<file path="config.mk">
export PLATFORM = sky130hd
export DESIGN_NAME = clock_input_select_fault_monitor
export DESIGN_NICKNAME = d
export VERILOG_FILES = /design/src/design/clock_input_select_fault_monitor.v
export VERILOG_INCLUDE_DIRS = /design/src /design/src/design
export SDC_FILE = /design/constraint.sdc
export NUM_CORES = 2
export LEC_CHECK = 0
export BUFFER_PORTS_ARGS = -buffer_cell sky130_fd_sc_hd__buf_2
export CORE_MARGIN = 4
export CORE_UTILIZATION = 55
export DETAILED_ROUTE_END_ITERATION = 10
export GPL_TIMING_DRIVEN = 0
export PLACE_DENSITY = 0.74
export SLEW_MARGIN = 20
export SYNTH_ARGS = -nofsm -noshare
export SYNTH_HDL_FRONTEND = slang
export SYNTH_SLANG_ARGS = --single-unit
</file>
<file path="constraint.sdc">
create_clock -name pclk -period 7.2 [get_ports pclk]
set_input_delay 0.72 -clock pclk [delete_from_list [all_inputs] [get_ports pclk]]
set_output_delay 0.72 -clock pclk [all_outputs]
set_load 0.05 [all_outputs]
</file>
<file path="src/design/clksel_consts.vh">
// register offsets, field positions and reset values of the input select and fault monitor
`ifndef CLKSEL_CONSTS_VH
`define CLKSEL_CONSTS_VH

// global register byte offsets
`define CS_GLOBAL_OFS     12'h000
`define CS_LOS_LIMIT_OFS  12'h004
`define CS_REF_LIMIT_OFS  12'h008
`define CS_STATUS_OFS     12'h00c
`define CS_STICKY_OFS     12'h010

// per-channel block: base, stride and word offsets inside a block
`define CS_CH_BASE        12'h020
`define CS_CH_STRIDE      12'h010
`define CS_CH_CTRL_SUB    2'd0
`define CS_CH_STEP_SUB    2'd1
`define CS_CH_CMD_SUB     2'd2
`define CS_CH_STAT_SUB    2'd3

// global register fields
`define CS_G_EXTREF       0
`define CS_G_LOSEN_LSB    1
`define CS_G_PRESC_LSB    8

// channel control fields
`define CS_C_AUTO         0
`define CS_C_REVERT       1
`define CS_C_MAN_LSB      2
`define CS_C_HITLESS      4
`define CS_C_RAMPED       5
`define CS_C_FASTLOCK     6
`define CS_C_PINSTEP      7
`define CS_C_PRIO_LSB     8

// command fields
`define CS_CMD_UP         0
`define CS_CMD_DOWN       1

// status field positions
`define CS_S_OOF_LSB      8
`define CS_S_LOL_LSB      16

// reset values
`define CS_GLOBAL_RST     32'h0000013e
`define CS_LOS_LIMIT_RST  32'h40404040
`define CS_REF_LIMIT_RST  8'h40
`define CS_CH_CTRL_RST    16'he400
`define CS_STEP_RST       32'h00000000

`endif

</file>
<file path="src/design/clock_input_select_fault_monitor.v">
// per-channel clock input selection, signal-loss monitors and frequency stepping
`default_nettype none
`include "clksel_consts.vh"

module clock_input_select_fault_monitor #(
  parameter NUM_CH = 4
) (
  input  wire                 pclk,
  input  wire                 presetn,
  input  wire                 psel,
  input  wire                 penable,
  input  wire                 pwrite,
  input  wire [11:0]          paddr,
  input  wire [31:0]          pwdata,
  output reg  [31:0]          prdata,
  output wire                 pready,
  output wire                 pslverr,
  input  wire [3:0]           clock_input,
  input  wire                 reference_input_pins,
  input  wire                 freq_step_up,
  input  wire                 freq_step_down,
  input  wire [3:0]           freq_out_of_range_flag,
  input  wire [NUM_CH-1:0]    loop_locked,
  output wire [2*NUM_CH-1:0]  selected_input,
  output wire [NUM_CH-1:0]    holdover,
  output wire [NUM_CH-1:0]    lock_loss_flag,
  output wire [32*NUM_CH-1:0] freq_offset,
  output wire [NUM_CH-1:0]    input_switched,
  output wire [NUM_CH-1:0]    hitless_switch_en,
  output wire [NUM_CH-1:0]    ramped_switch_en,
  output wire [NUM_CH-1:0]    fastlock_en,
  output wire                 external_reference_mode,
  output wire                 crystal_load_caps_en,
  output wire [7:0]           reference_prescaler,
  output wire [4:0]           signal_loss_flag
);

  localparam [3:0] ST_FREE   = 4'b0001;
  localparam [3:0] ST_ACQ    = 4'b0010;
  localparam [3:0] ST_LOCKED = 4'b0100;
  localparam [3:0] ST_HOLD   = 4'b1000;

  // highest priority eligible input; priority 0 never chosen, ties go to lower index
  function [2:0] pick_best;
    input [3:0] valid;
    input [7:0] prio;
    integer     i;
    reg   [1:0] bp;
    begin
      pick_best = 3'b000;
      bp        = 2'b00;
      for (i = 0; i < 4; i = i + 1) begin
        if (valid[i] && (prio[2*i +: 2] > bp)) begin
          bp        = prio[2*i +: 2];
          pick_best = {1'b1, i[1:0]};
        end
      end
    end
  endfunction

  // true when a bus access points at the command word of channel chan
  function ch_cmd;
    input [7:0]   idx;
    input [1:0]   word;
    input integer chan;
    begin
      ch_cmd = (idx == chan) && (word == `CS_CH_CMD_SUB);
    end
  endfunction

  // true when the chosen source of a channel is no longer usable
  function src_lost;
    input [4:0] live;
    input [1:0] src;
    begin
      src_lost = live[src];
    end
  endfunction

  // register file
  reg  [31:0]          glob;
  reg  [31:0]          los_limit;
  reg  [7:0]           ref_limit;
  reg  [4:0]           los_sticky;
  reg  [16*NUM_CH-1:0] ch_ctrl_v;
  reg  [32*NUM_CH-1:0] step_v;
  reg  [31:0]          rd_data;

  // pin synchroniser stages
  reg  [6:0]           sync1;
  reg  [6:0]           sync2;
  reg  [6:0]           sync3;

  // status and decode nets
  wire [4:0]           los_live;
  wire [3:0]           eligible;
  wire [4*NUM_CH-1:0]  mode_v;
  wire [NUM_CH-1:0]    cmd_up;
  wire [NUM_CH-1:0]    cmd_down;
  wire [6:0]           rise;
  wire [11:0]          ch_off;
  wire [7:0]           ch_idx;
  wire [1:0]           sub;
  wire                 in_ch;
  wire                 hit;
  wire                 wr_en;
  wire [4:0]           sticky_clr;

  // apb decode
  // channel blocks sit above the global words; any other address answers with pslverr
  // pready is tied high, so every access completes in its first access cycle
  assign ch_off = paddr - `CS_CH_BASE;
  assign ch_idx = ch_off[11:4];
  assign sub    = ch_off[3:2];
  assign in_ch  = (paddr >= `CS_CH_BASE) && (ch_idx < NUM_CH);
  assign hit    = (paddr[1:0] == 2'b00) && (in_ch || (paddr <= `CS_STICKY_OFS));
  assign wr_en  = psel && penable && pwrite && hit;
  assign pready  = 1'b1;
  assign pslverr = psel && penable && !hit;

  assign sticky_clr = (wr_en && (paddr == `CS_STICKY_OFS)) ? pwdata[4:0] : 5'h00;

  // register writes land on the access edge; the sticky word is cleared apart
  integer k;
  always @(posedge pclk or negedge presetn) begin
    if (!presetn) begin
      glob      <= `CS_GLOBAL_RST;
      los_limit <= `CS_LOS_LIMIT_RST;
      ref_limit <= `CS_REF_LIMIT_RST;
      for (k = 0; k < NUM_CH; k = k + 1) begin
        ch_ctrl_v[16*k +: 16] <= `CS_CH_CTRL_RST;
        step_v[32*k +: 32]    <= `CS_STEP_RST;
      end
    end else if (wr_en) begin
      if (in_ch) begin
        if (sub == `CS_CH_CTRL_SUB)
          ch_ctrl_v[16*ch_idx +: 16] <= pwdata[15:0];
        if (sub == `CS_CH_STEP_SUB)
          step_v[32*ch_idx +: 32] <= pwdata;
      end else begin
        case (paddr)
          `CS_GLOBAL_OFS:    glob      <= pwdata;
          `CS_LOS_LIMIT_OFS: los_limit <= pwdata;
          `CS_REF_LIMIT_OFS: ref_limit <= pwdata[7:0];
          default:           glob      <= glob;
        endcase
      end
    end
  end

  // read data is latched in the setup cycle, valid throughout the access phase
  always @* begin
    rd_data = 32'h00000000;
    if (in_ch) begin
      case (sub)
        `CS_CH_CTRL_SUB: rd_data[15:0] = ch_ctrl_v[16*ch_idx +: 16];
        `CS_CH_STEP_SUB: rd_data       = step_v[32*ch_idx +: 32];
        `CS_CH_CMD_SUB:  rd_data       = freq_offset[32*ch_idx +: 32];
        default: begin
          rd_data[3:0] = mode_v[4*ch_idx +: 4];
          rd_data[5:4] = selected_input[2*ch_idx +: 2];
        end
      endcase
    end else begin
      case (paddr)
        `CS_GLOBAL_OFS:    rd_data = glob;
        `CS_LOS_LIMIT_OFS: rd_data = los_limit;
        `CS_REF_LIMIT_OFS: rd_data[7:0] = ref_limit;
        `CS_STATUS_OFS: begin
          rd_data[4:0]                   = los_live;
          rd_data[`CS_S_OOF_LSB +: 4]    = freq_out_of_range_flag;
          rd_data[`CS_S_LOL_LSB +: NUM_CH] = lock_loss_flag;
        end
        `CS_STICKY_OFS:    rd_data[4:0] = los_sticky;
        default:           rd_data = 32'h00000000;
      endcase
    end
  end

  // writes and unmapped reads leave zero on the read bus
  always @(posedge pclk or negedge presetn) begin
    if (!presetn) begin
      prdata <= 32'h00000000;
    end else if (psel && !penable) begin
      if (hit && !pwrite)
        prdata <= rd_data;
      else
        prdata <= 32'h00000000;
    end
  end

  // reference selection and prescaler
  assign external_reference_mode = glob[`CS_G_EXTREF];
  assign crystal_load_caps_en    = !glob[`CS_G_EXTREF];
  assign reference_prescaler     = glob[`CS_G_PRESC_LSB +: 8];

  // pin synchronisers: four inputs, reference, step up, step down
  // sync3 only feeds the edge detector; nothing but sync2 reads sync1
  always @(posedge pclk or negedge presetn) begin
    if (!presetn) begin
      sync1 <= 7'h00;
      sync2 <= 7'h00;
      sync3 <= 7'h00;
    end else begin
      sync1 <= {freq_step_down, freq_step_up, reference_input_pins, clock_input};
      sync2 <= sync1;
      sync3 <= sync2;
    end
  end
  assign rise = sync2 & ~sync3;

  // signal-loss monitors: limit is the longest edge-free gap in pclk cycles
  // a legal gapped input leaves at most three periods without an edge, so the
  // default limit sits well above that gap and swallowed cycles raise no flag
  genvar m;
  generate
    for (m = 0; m < 5; m = m + 1) begin : g_los
      wire [7:0] lim = (m < 4) ? los_limit[8*(m % 4) +: 8] : ref_limit;
      wire       en  = glob[`CS_G_LOSEN_LSB + m];
      reg  [7:0] cnt;
      reg        live;
      always @(posedge pclk or negedge presetn) begin
        if (!presetn) begin
          cnt  <= 8'h00;
          live <= 1'b0;
        end else if (!en || rise[m]) begin
          cnt  <= 8'h00;
          live <= 1'b0;
        end else if (cnt >= lim) begin
          live <= 1'b1;
        end else begin
          cnt <= cnt + 8'h01;
        end
      end
      assign los_live[m] = live;
    end
  endgenerate

  // sticky bits: a set in the clearing cycle wins
  always @(posedge pclk or negedge presetn) begin
    if (!presetn) begin
      los_sticky <= 5'h00;
    end else begin
      los_sticky <= (los_sticky & ~sticky_clr) | los_live;
    end
  end

  assign signal_loss_flag = los_live;
  assign eligible = ~los_live[3:0] & ~freq_out_of_range_flag;

  // channels: each one picks its own input from the shared crossbar
  // and keeps its own mode, selection and frequency offset
  genvar c;
  generate
    for (c = 0; c < NUM_CH; c = c + 1) begin : g_ch
      wire [15:0] ctl  = ch_ctrl_v[16*c +: 16];
      wire [2:0]  best = pick_best(eligible, ctl[`CS_C_PRIO_LSB +: 8]);
      wire        up;
      wire        down;
      reg  [3:0]  state;
      reg  [1:0]  sel;
      reg  [31:0] freq;
      reg         sw;
      reg  [1:0]  want;
      reg         want_ok;

      assign cmd_up[c]   = wr_en && in_ch && ch_cmd(ch_idx, sub, c) && pwdata[`CS_CMD_UP];
      assign cmd_down[c] = wr_en && in_ch && ch_cmd(ch_idx, sub, c) && pwdata[`CS_CMD_DOWN];

      // pin requests reach only channels that opted in to pin stepping
      assign up   = cmd_up[c] || (ctl[`CS_C_PINSTEP] && rise[5]);
      assign down = cmd_down[c] || (ctl[`CS_C_PINSTEP] && rise[6]);

      // input wanted by the selection method
      // manual mode looks only at signal loss; automatic mode also at frequency
      always @* begin
        if (!ctl[`CS_C_AUTO]) begin
          want    = ctl[`CS_C_MAN_LSB +: 2];
          want_ok = !src_lost(los_live, ctl[`CS_C_MAN_LSB +: 2]);
        end else if (!ctl[`CS_C_REVERT] && ((state == ST_ACQ) || (state == ST_LOCKED))
                     && eligible[sel]) begin
          want    = sel;
          want_ok = 1'b1;
        end else begin
          want    = best[1:0];
          want_ok = best[2];
        end
      end

      always @(posedge pclk or negedge presetn) begin
        if (!presetn) begin
          state <= ST_FREE;
          sel   <= 2'b00;
          sw    <= 1'b0;
        end else begin
          sw <= 1'b0;
          case (state)
            // leave free-run or holdover as soon as a usable input appears
            ST_FREE, ST_HOLD: begin
              if (want_ok) begin
                state <= ST_ACQ;
                sel   <= want;
                sw    <= 1'b1;
              end
            end
            // a lost source wins over a better one; a new source restarts acquisition
            ST_ACQ, ST_LOCKED: begin
              if (!want_ok) begin
                state <= ST_HOLD;
              end else if (want != sel) begin
                state <= ST_ACQ;
                sel   <= want;
                sw    <= 1'b1;
              end else if ((state == ST_ACQ) && loop_locked[c]) begin
                state <= ST_LOCKED;
              end
            end
            default: state <= ST_FREE;
          endcase
        end
      end

      // frequency stepping; simultaneous up and down cancel
      // requests outside free-run or locked are dropped, not queued
      always @(posedge pclk or negedge presetn) begin
        if (!presetn) begin
          freq <= 32'h00000000;
        end else if ((state == ST_FREE) || (state == ST_LOCKED)) begin
          if (up && !down)
            freq <= freq + step_v[32*c +: 32];
          else if (down && !up)
            freq <= freq - step_v[32*c +: 32];
        end
      end

      // status and per-channel controls for the loop datapath
      assign mode_v[4*c +: 4]          = state;
      assign selected_input[2*c +: 2]  = sel;
      assign holdover[c]               = (state == ST_HOLD);
      assign lock_loss_flag[c]         = (state != ST_LOCKED);
      assign freq_offset[32*c +: 32]   = freq;
      assign input_switched[c]         = sw;
      assign hitless_switch_en[c]      = ctl[`CS_C_HITLESS];
      assign ramped_switch_en[c]       = ctl[`CS_C_RAMPED];
      assign fastlock_en[c]            = ctl[`CS_C_FASTLOCK];
    end
  endgenerate

endmodule // clock_input_select_fault_monitor
`default_nettype wire

</file>
## Word level (Yosys, flattened, before mapping)

Index checks and enable logic that the tools add are counted.
W data, S select, Z words.

| word-level totals | value |
|---|---|
| register bits | 523 |
| input port bits | 64 |
| output and inout port bits | 209 |
| logic and storage cells | 469 |

| cells by class | value |
|---|---|
| $add $sub $neg | 16 |
| magnitude comparators | 32 |
| eq/ne operators | 54 |
| shift-type cells | 9 |
| mux-type cells | 154 |
| bitwise operators | 9 |
| reduce and logical (&&, ||, !) cells | 159 |

Operators by type and width:

| cell | number |
|---|---|
| $mux W32 | 10 |
| $shiftx A128 B14 Y32 | 2 |
| $add A32 B32 Y32 | 4 |
| $bwmux W128 | 1 |
| $shift A32 B34 Y128 const A | 1 |
| $shiftx A32 B34 Y128 | 1 |
| $sub A32 B32 Y32 | 4 |
| $mux W8 | 10 |
| $logic_and A1 B1 Y1 | 70 |
| $bwmux W64 | 1 |
| $mux W2 | 32 |
| $mux W4 | 16 |
| $shift A16 B34 Y64 const A | 1 |
| $shiftx A16 B34 Y64 | 1 |
| $shiftx A64 B13 Y16 | 1 |
| $mux W3 | 16 |
| $add A8 B1 Y8 const B | 5 |
| $ge A8 B8 Y1 | 5 |
| $pmux W4 S2 | 5 |
| $mux W1 | 38 |
| $ne A2 B2 Y1 const B | 17 |
| $neg A12 Y34 | 1 |
| $neg A13 Y34 | 1 |
| $pmux W16 S2 | 1 |
| 52 further kinds | 189 |

## Longest topological paths before layout

| depth | value |
|---|---|
| depth after elaboration | 19 |
| gate-level depth with buffers | 31 |
| mapped depth without buffers | 24 |

## Worst setup path before layout

Ideal clock, no wire load.

| timing | value |
|---|---|
| path type | input-to-reg |
| start | in paddr[5] |
| end | reg g_ch[2].freq[30] |
| library setup time | 0.135 ns |
| arrival | 6.716 ns |
| required time | 7.065 ns |
| slack | 0.349 ns |
| cell stages on the path | 29 |
| buffers on the path | 7 |
| cells stage by stage | buf_2 > buf_1 > clkbuf_1 > inv_1 > ha_1 > buf_6 > nor2_1 > o22ai_1 > a21oi_2 > o21ai_1 > nor2b_1 > clkbuf_1 > and3_1 > clkbuf_1 > a32o_1 > ha_1 > clkbuf_1 > mux2_2 > fa_1 > a21oi_1 > o21ai_0 > a2111oi_0 > o21ai_0 > and2_1 > a21o_1 > o31a_1 > o22ai_1 > xor2_1 > o21ai_0 |

| on the way | value |
|---|---|
| cells in the longest elaborated chain, start to end | 14 |
| elaborated cells on any way between the ends | 23 |
| classes of those cells | add/sub: 1; order compare: 3; eq/ne: 1; mux: 1; reduce/logical: 17 |

RTL lines:

| what | line | text |
|---|---|---|
| from (decl) | clock_input_select_fault_monitor.v:13 | `input wire [11:0] paddr,` |
| $sub A12 B6 Y12 (no line) | n/a |  |
| $lt A8 B3 Y1 | clock_input_select_fault_monitor.v:115 | `` assign in_ch = (paddr >= `CS_CH_BASE) && (ch_idx < NUM_CH); `` |
| $logic_and A1 B1 Y1 | clock_input_select_fault_monitor.v:115 |  |
| $logic_or A1 B1 Y1 | clock_input_select_fault_monitor.v:116 | `` assign hit = (paddr[1:0] == 2'b00) && (in_ch \|\| (paddr <= `CS_STICKY_OFS)); `` |
| $logic_and A1 B1 Y1 | clock_input_select_fault_monitor.v:116 |  |
| $logic_and A1 B1 Y1 | clock_input_select_fault_monitor.v:117 | `assign wr_en = psel && penable && pwrite && hit;` |
| $logic_and A1 B1 Y1 | clock_input_select_fault_monitor.v:267, clock_input_select_fault_monitor.v:268 |  |
| $logic_and A1 B1 Y1 * | clock_input_select_fault_monitor.v:267, clock_input_select_fault_monitor.v:268 |  |
| $logic_and A1 B1 Y1 (on tied branches) | clock_input_select_fault_monitor.v:268, clock_input_select_fault_monitor.v:267 |  |
| $logic_or A1 B1 Y1 (on tied branches) | clock_input_select_fault_monitor.v:272, clock_input_select_fault_monitor.v:271 |  |
| $logic_not A1 Y1 (on tied branches) | clock_input_select_fault_monitor.v:329, clock_input_select_fault_monitor.v:331 |  |
| $logic_and A1 B1 Y1 (on tied branches) | clock_input_select_fault_monitor.v:329, clock_input_select_fault_monitor.v:331 |  |
| $reduce_bool A2 Y1 (no line) | n/a |  |
| $reduce_and A2 Y1 (no line) | n/a |  |
| to (signal assigned) | clock_input_select_fault_monitor.v:330 | `freq <= freq + step_v[32*c +: 32];` |
| to (signal assigned) | clock_input_select_fault_monitor.v:332 | `freq <= freq - step_v[32*c +: 32];` |
| to (decl) | clock_input_select_fault_monitor.v:262 | `reg [31:0] freq;` |

Mark *: on every way between the ends. The rest lies on a longest branch, timed or not.
A chain may end at the register's enable or synchronous reset.

## Worst setup path after layout

| timing | value |
|---|---|
| start | in paddr[5] |
| end | reg g_ch[3].freq[30] |

| on the way | value |
|---|---|
| cells in the longest elaborated chain, start to end | 14 |
| elaborated cells on any way between the ends | 23 |
| classes of those cells | add/sub: 1; order compare: 3; eq/ne: 1; mux: 1; reduce/logical: 17 |

RTL lines:

| what | line |
|---|---|
| $sub A12 B6 Y12 (no line) | n/a |
| $lt A8 B3 Y1 | clock_input_select_fault_monitor.v:115 |
| $logic_and A1 B1 Y1 | clock_input_select_fault_monitor.v:115 |
| $logic_or A1 B1 Y1 | clock_input_select_fault_monitor.v:116 |
| $logic_and A1 B1 Y1 | clock_input_select_fault_monitor.v:116 |
| $logic_and A1 B1 Y1 | clock_input_select_fault_monitor.v:117 |
| $logic_and A1 B1 Y1 | clock_input_select_fault_monitor.v:267, clock_input_select_fault_monitor.v:268 |
| $logic_and A1 B1 Y1 * | clock_input_select_fault_monitor.v:267, clock_input_select_fault_monitor.v:268 |
| $logic_and A1 B1 Y1 (on tied branches) | clock_input_select_fault_monitor.v:268, clock_input_select_fault_monitor.v:267 |
| $logic_or A1 B1 Y1 (on tied branches) | clock_input_select_fault_monitor.v:272, clock_input_select_fault_monitor.v:271 |
| $logic_not A1 Y1 (on tied branches) | clock_input_select_fault_monitor.v:329, clock_input_select_fault_monitor.v:331 |
| $logic_and A1 B1 Y1 (on tied branches) | clock_input_select_fault_monitor.v:329, clock_input_select_fault_monitor.v:331 |
| $reduce_bool A2 Y1 (no line) | n/a |
| $reduce_and A2 Y1 (no line) | n/a |
| to (signal assigned) | clock_input_select_fault_monitor.v:330 |
| to (signal assigned) | clock_input_select_fault_monitor.v:332 |
| to (decl) | clock_input_select_fault_monitor.v:262 |

Marked as above.

==> impl_metrics.toml <==
[synth]
synthSimpleGateAreaFrac = 0.139
netlist_area_um2 = 35600
synth_ff_type = "dfrtp_1"
synth_top_family_by_area = "compound AO/OA/AOI/OAI gates"
syn_inst = 3680
synth_compound_area_frac = 0.174
synth_edf_count = 0
syn_nets = 3961
ys_seq_elements = 523
synthArstFlopShare = 1.00
yosys_warnings = 0
seq_area_frac_synth = 0.368
muxShareOfSynthArea = 0.125
syn_avg_cell_area_um2 = 9.68
synth-xor-area-share = 0.0700
synthAdderAreaFrac = 0.0770
synth_cell_types = 105

[pwr]
vdd_drop_max_v = 0.000202
p_sw_frac = 0.271
power_frac_clock = 0.471
power_w = 0.00712
leakagePower_nw = 20.1
netSwitchingPower_w = 0.00193
p_comb_frac = 0.105
pwr-share-seq = 0.424
p_int_w = 0.00519
powerDensity_nw_per_um2 = 176

[routing]
drtIter0Drc = 4074
ant_nets = 0
drc_errors = 0
avgRoutedWirePerCell_um = 25.7
routed_wl_um = 127000
vias_per_cell = 6.41
num_vias = 31600
first_pass_iters = 6

[sta]
fmax_mhz = 143
hold_viol_final = 0
setup_violations = 0
skew_ps = 43.3
period_minus_slack_ps = 6980
slew_viol_final = 0
tightest_slew_ps = 1170
finalSetupTns_ps = 0
max_slew_margin = 0.218
min_period_over_period = 0.969

[clocking]
cts_tree = "yes"
htree_levels = 2
clock_sinks = 523
clockRootBuffer = "clkbuf_16"
cts_inserted_buffers = 60
clk_latency_ps = 670
clk_path_buf_depth = 3
clkTransAtPathRegs_ps = 60

[worst_setup_path]
required_ps = 7710
rr_startpoint = "g_los[0].live$_DFFE_PN0P_"
critPathMaxStageDelay_ps = 520
critPathLaunchType = "input port"
r2r_cells = 23
crit_slowest_cell = "o311ai_1"
crit_family = "compound AO/OA/AOI/OAI gates"
crit_path_end_kind = "flip-flop"
cp_max_fo = 10
cp_num_buf_inv = 8
crit_start = "paddr[5]"
reg2reg_slack_ps = 720
cp.arrival_ps = 7490
crit_end = "g_ch[3].freq[30]$_DFFE_PN0P_"
r2r_end = "g_ch[3].sel[0]$_DFFE_PN0P_"
path_class = "input port to flip-flop"
worst-path-stages = 30

[layout]
drive_gt1_frac = 0.197
finalNetCount = 4301
area_delta_synth_final_pct = 13.8

[floorplanning]
fp-row-count = 93
top_level_ports = 273
initial_core_util = 0.554
die_area_um2 = 68900
die_h_um = 263
core_region_area_um2 = 64300
die_w_um = 263

[place]
dp_hpwl_um = 99600
place.gp.congestion = 0.981
io_buffers = 271

[run]
maxCapViolations = 0

[min_path]
hold_path_class = "input port to flip-flop"
min_from = "clock_input[3]"

[global_route]
track_usage = 0.355
antenna_found_initial = 22
grt_pass1_vias = 29600
grt_max_degree = 99
grt_pass1_wl_um = 188000
overflow = 0

[run_status]
status = "complete, no violations"
sequential cells by signal (all words and copies together) (netlist names):
name / flops
g_ch.freq: 128
sync3: 7
g_los.lim: 8
glob: 32
step_v: 128
g_los.cnt: 40
sync2: 7
prdata: 32
g_ch.state: 16
ch_ctrl_v: 64
g_ch.sw: 4
los_limit: 32
g_ch.sel: 8
g_los.live: 5
los_sticky: 5
sync1: 7
worst min-delay path by stage:
stage | to | slack [ps] | cells after the start
after floorplan | sync2[0]$_DFF_PN0_ | 330 | 0
after global placement | sync2[2]$_DFF_PN0_ | 330 | 0
after CTS | sync1[4]$_DFF_PN0_ | 130 | 1
final | sync1[3]$_DFF_PN0_ | 150 | 1
after detailed placement | sync2[2]$_DFF_PN0_ | 340 | 0
after global routing | sync1[1]$_DFF_PN0_ | 140 | 1
logic make-up after synthesis:
group	after synthesis
AND/OR/NAND/NOR	1044
AO/OA/AOI/OAI	975
flip-flops	523
buffers and inverters	360
XOR/XNOR	283
multiplexers	277
adder cells (fa/ha/maj)	217
other	1
stage by stage:
step,hold slack [ps],cells,cell area [µm²],util,setup WS (ps)
2_1_floorplan,331,3680,35600,-,349
3_3_place_gp,334,4806,38100,0.591,-5580
3_5_place_dp,336,4812,38200,0.594,-3020
4_1_cts,126,4924,40500,0.629,64.0
5_1_grt,140,4927,40500,0.630,-0.272
6_report,153,4935,40500,0.630,225
synthesized netlist by cell type, drive strengths merged (12+ instances only):
cell | number | area share
dfrtp | 492 | 0.35
nand2 | 439 | 0.047
o21ai | 327 | 0.046
nor2 | 234 | 0.027
ha | 213 | 0.075
a21oi | 207 | 0.029
mux2 | 173 | 0.063
xor2 | 163 | 0.040
inv | 161 | 0.017
clkbuf | 135 | 0.014
xnor2 | 120 | 0.030
mux4 | 94 | 0.059
a21o | 91 | 0.019
buf | 64 | 0.014
nor3 | 61 | 0.0088
and3 | 56 | 0.0099
nand3 | 46 | 0.0070
a211oi | 37 | 0.0079
a31oi | 34 | 0.0060
a22oi | 33 | 0.0070
a222oi | 32 | 0.0090
nor2b | 32 | 0.0056
dfstp | 31 | 0.023
nand2b | 31 | 0.0054
o21bai | 28 | 0.0062
a22o | 23 | 0.0057
and2 | 23 | 0.0041
o22ai | 22 | 0.0039
nor4 | 21 | 0.0039
o211ai | 21 | 0.0044
o21a | 21 | 0.0044
or3 | 19 | 0.0033
nand4 | 17 | 0.0030
nand3b | 13 | 0.0027
a32o | 12 | 0.0034
power groups by stage:
stage	Clock (W)	Sequential (W)	Combinational [W]
finish	0.00335	0.00302	0.000748
global route	0.00348	0.00303	0.000806
floorplan	0	0.00307	0.000459
global placement	0	0.00307	0.000708
detailed placement	0	0.00307	0.000728
CTS	0.00335	0.00302	0.000737
cell type report:
| cell class | count | area (µm²) |
|---|---|---|
| plain buffers | 198 | 1060 |
| clock buffers | 78 | 1650 |
| inverters | 161 | 604 |
| fillers | 5435 | 23800 |
| multi-input cells | 2797 | 20900 |
| repair buffers | 279 | 1550 |
| flip-flops and latches | 523 | 13100 |
| well taps | 855 | 1070 |
| diodes | 12 | 30.0 |
| clock inverters | 32 | 489 |
metal layers:
metal,track usage,up-vias,share of wire
li1,-,14000,-
met1,0.480,15400,0.39
met2,0.546,1882,0.44
met3,0.0817,374,0.11
met4,0.170,16,0.056
met5,0,-,0.00084
layout by cell type (no fill, tap or decap), drive strengths merged, types with 21 or more instances in the layout:
cell	count
ha	213
a21oi	207
nand3	46
o21a	21
and3	56
a21o	91
nor4	21
dfstp	31
clkbuf	211
a222oi	32
nand2b	31
o21bai	28
o22ai	22
dfrtp	492
a22o	23
a31oi	34
o21ai	327
mux4	94
nor2b	32
and2	23
nand2	439
inv	165
a211oi	37
xnor2	120
nor3	61
nor2	234
mux2	173
o211ai	21
buf	343
a22oi	33
xor2	163
worst reg2reg max path, cell delays in order (launching register included):
cell,delay [ps]
dfrtp_1,610
nor2_1,320
clkbuf_1,340
nand2_1,100
ha_1,290
nor2b_1,140
o211ai_1,430
nor2_1,80
a31oi_1,230
ha_1,290
nor2b_1,140
o211ai_1,380
o21ai_0,170
ha_1,310
nor2b_1,130
o211ai_1,250
o21ai_0,220
o311a_1,330
o22ai_1,430
nand2b_1,100
a21o_1,180
a21oi_1,150
o21a_1,350
mux2_2,380
what timing repair did:
action                                  4_1_cts  5_1_grt
pin swaps                                     1        1
hold endpoints to repair                     37        0
gates resized for setup                      34       16
hold buffers                                  1        0
setup buffers                                 1        0
endpoints found under the setup margin      114       32
Power figures use the tool's default switching activity.
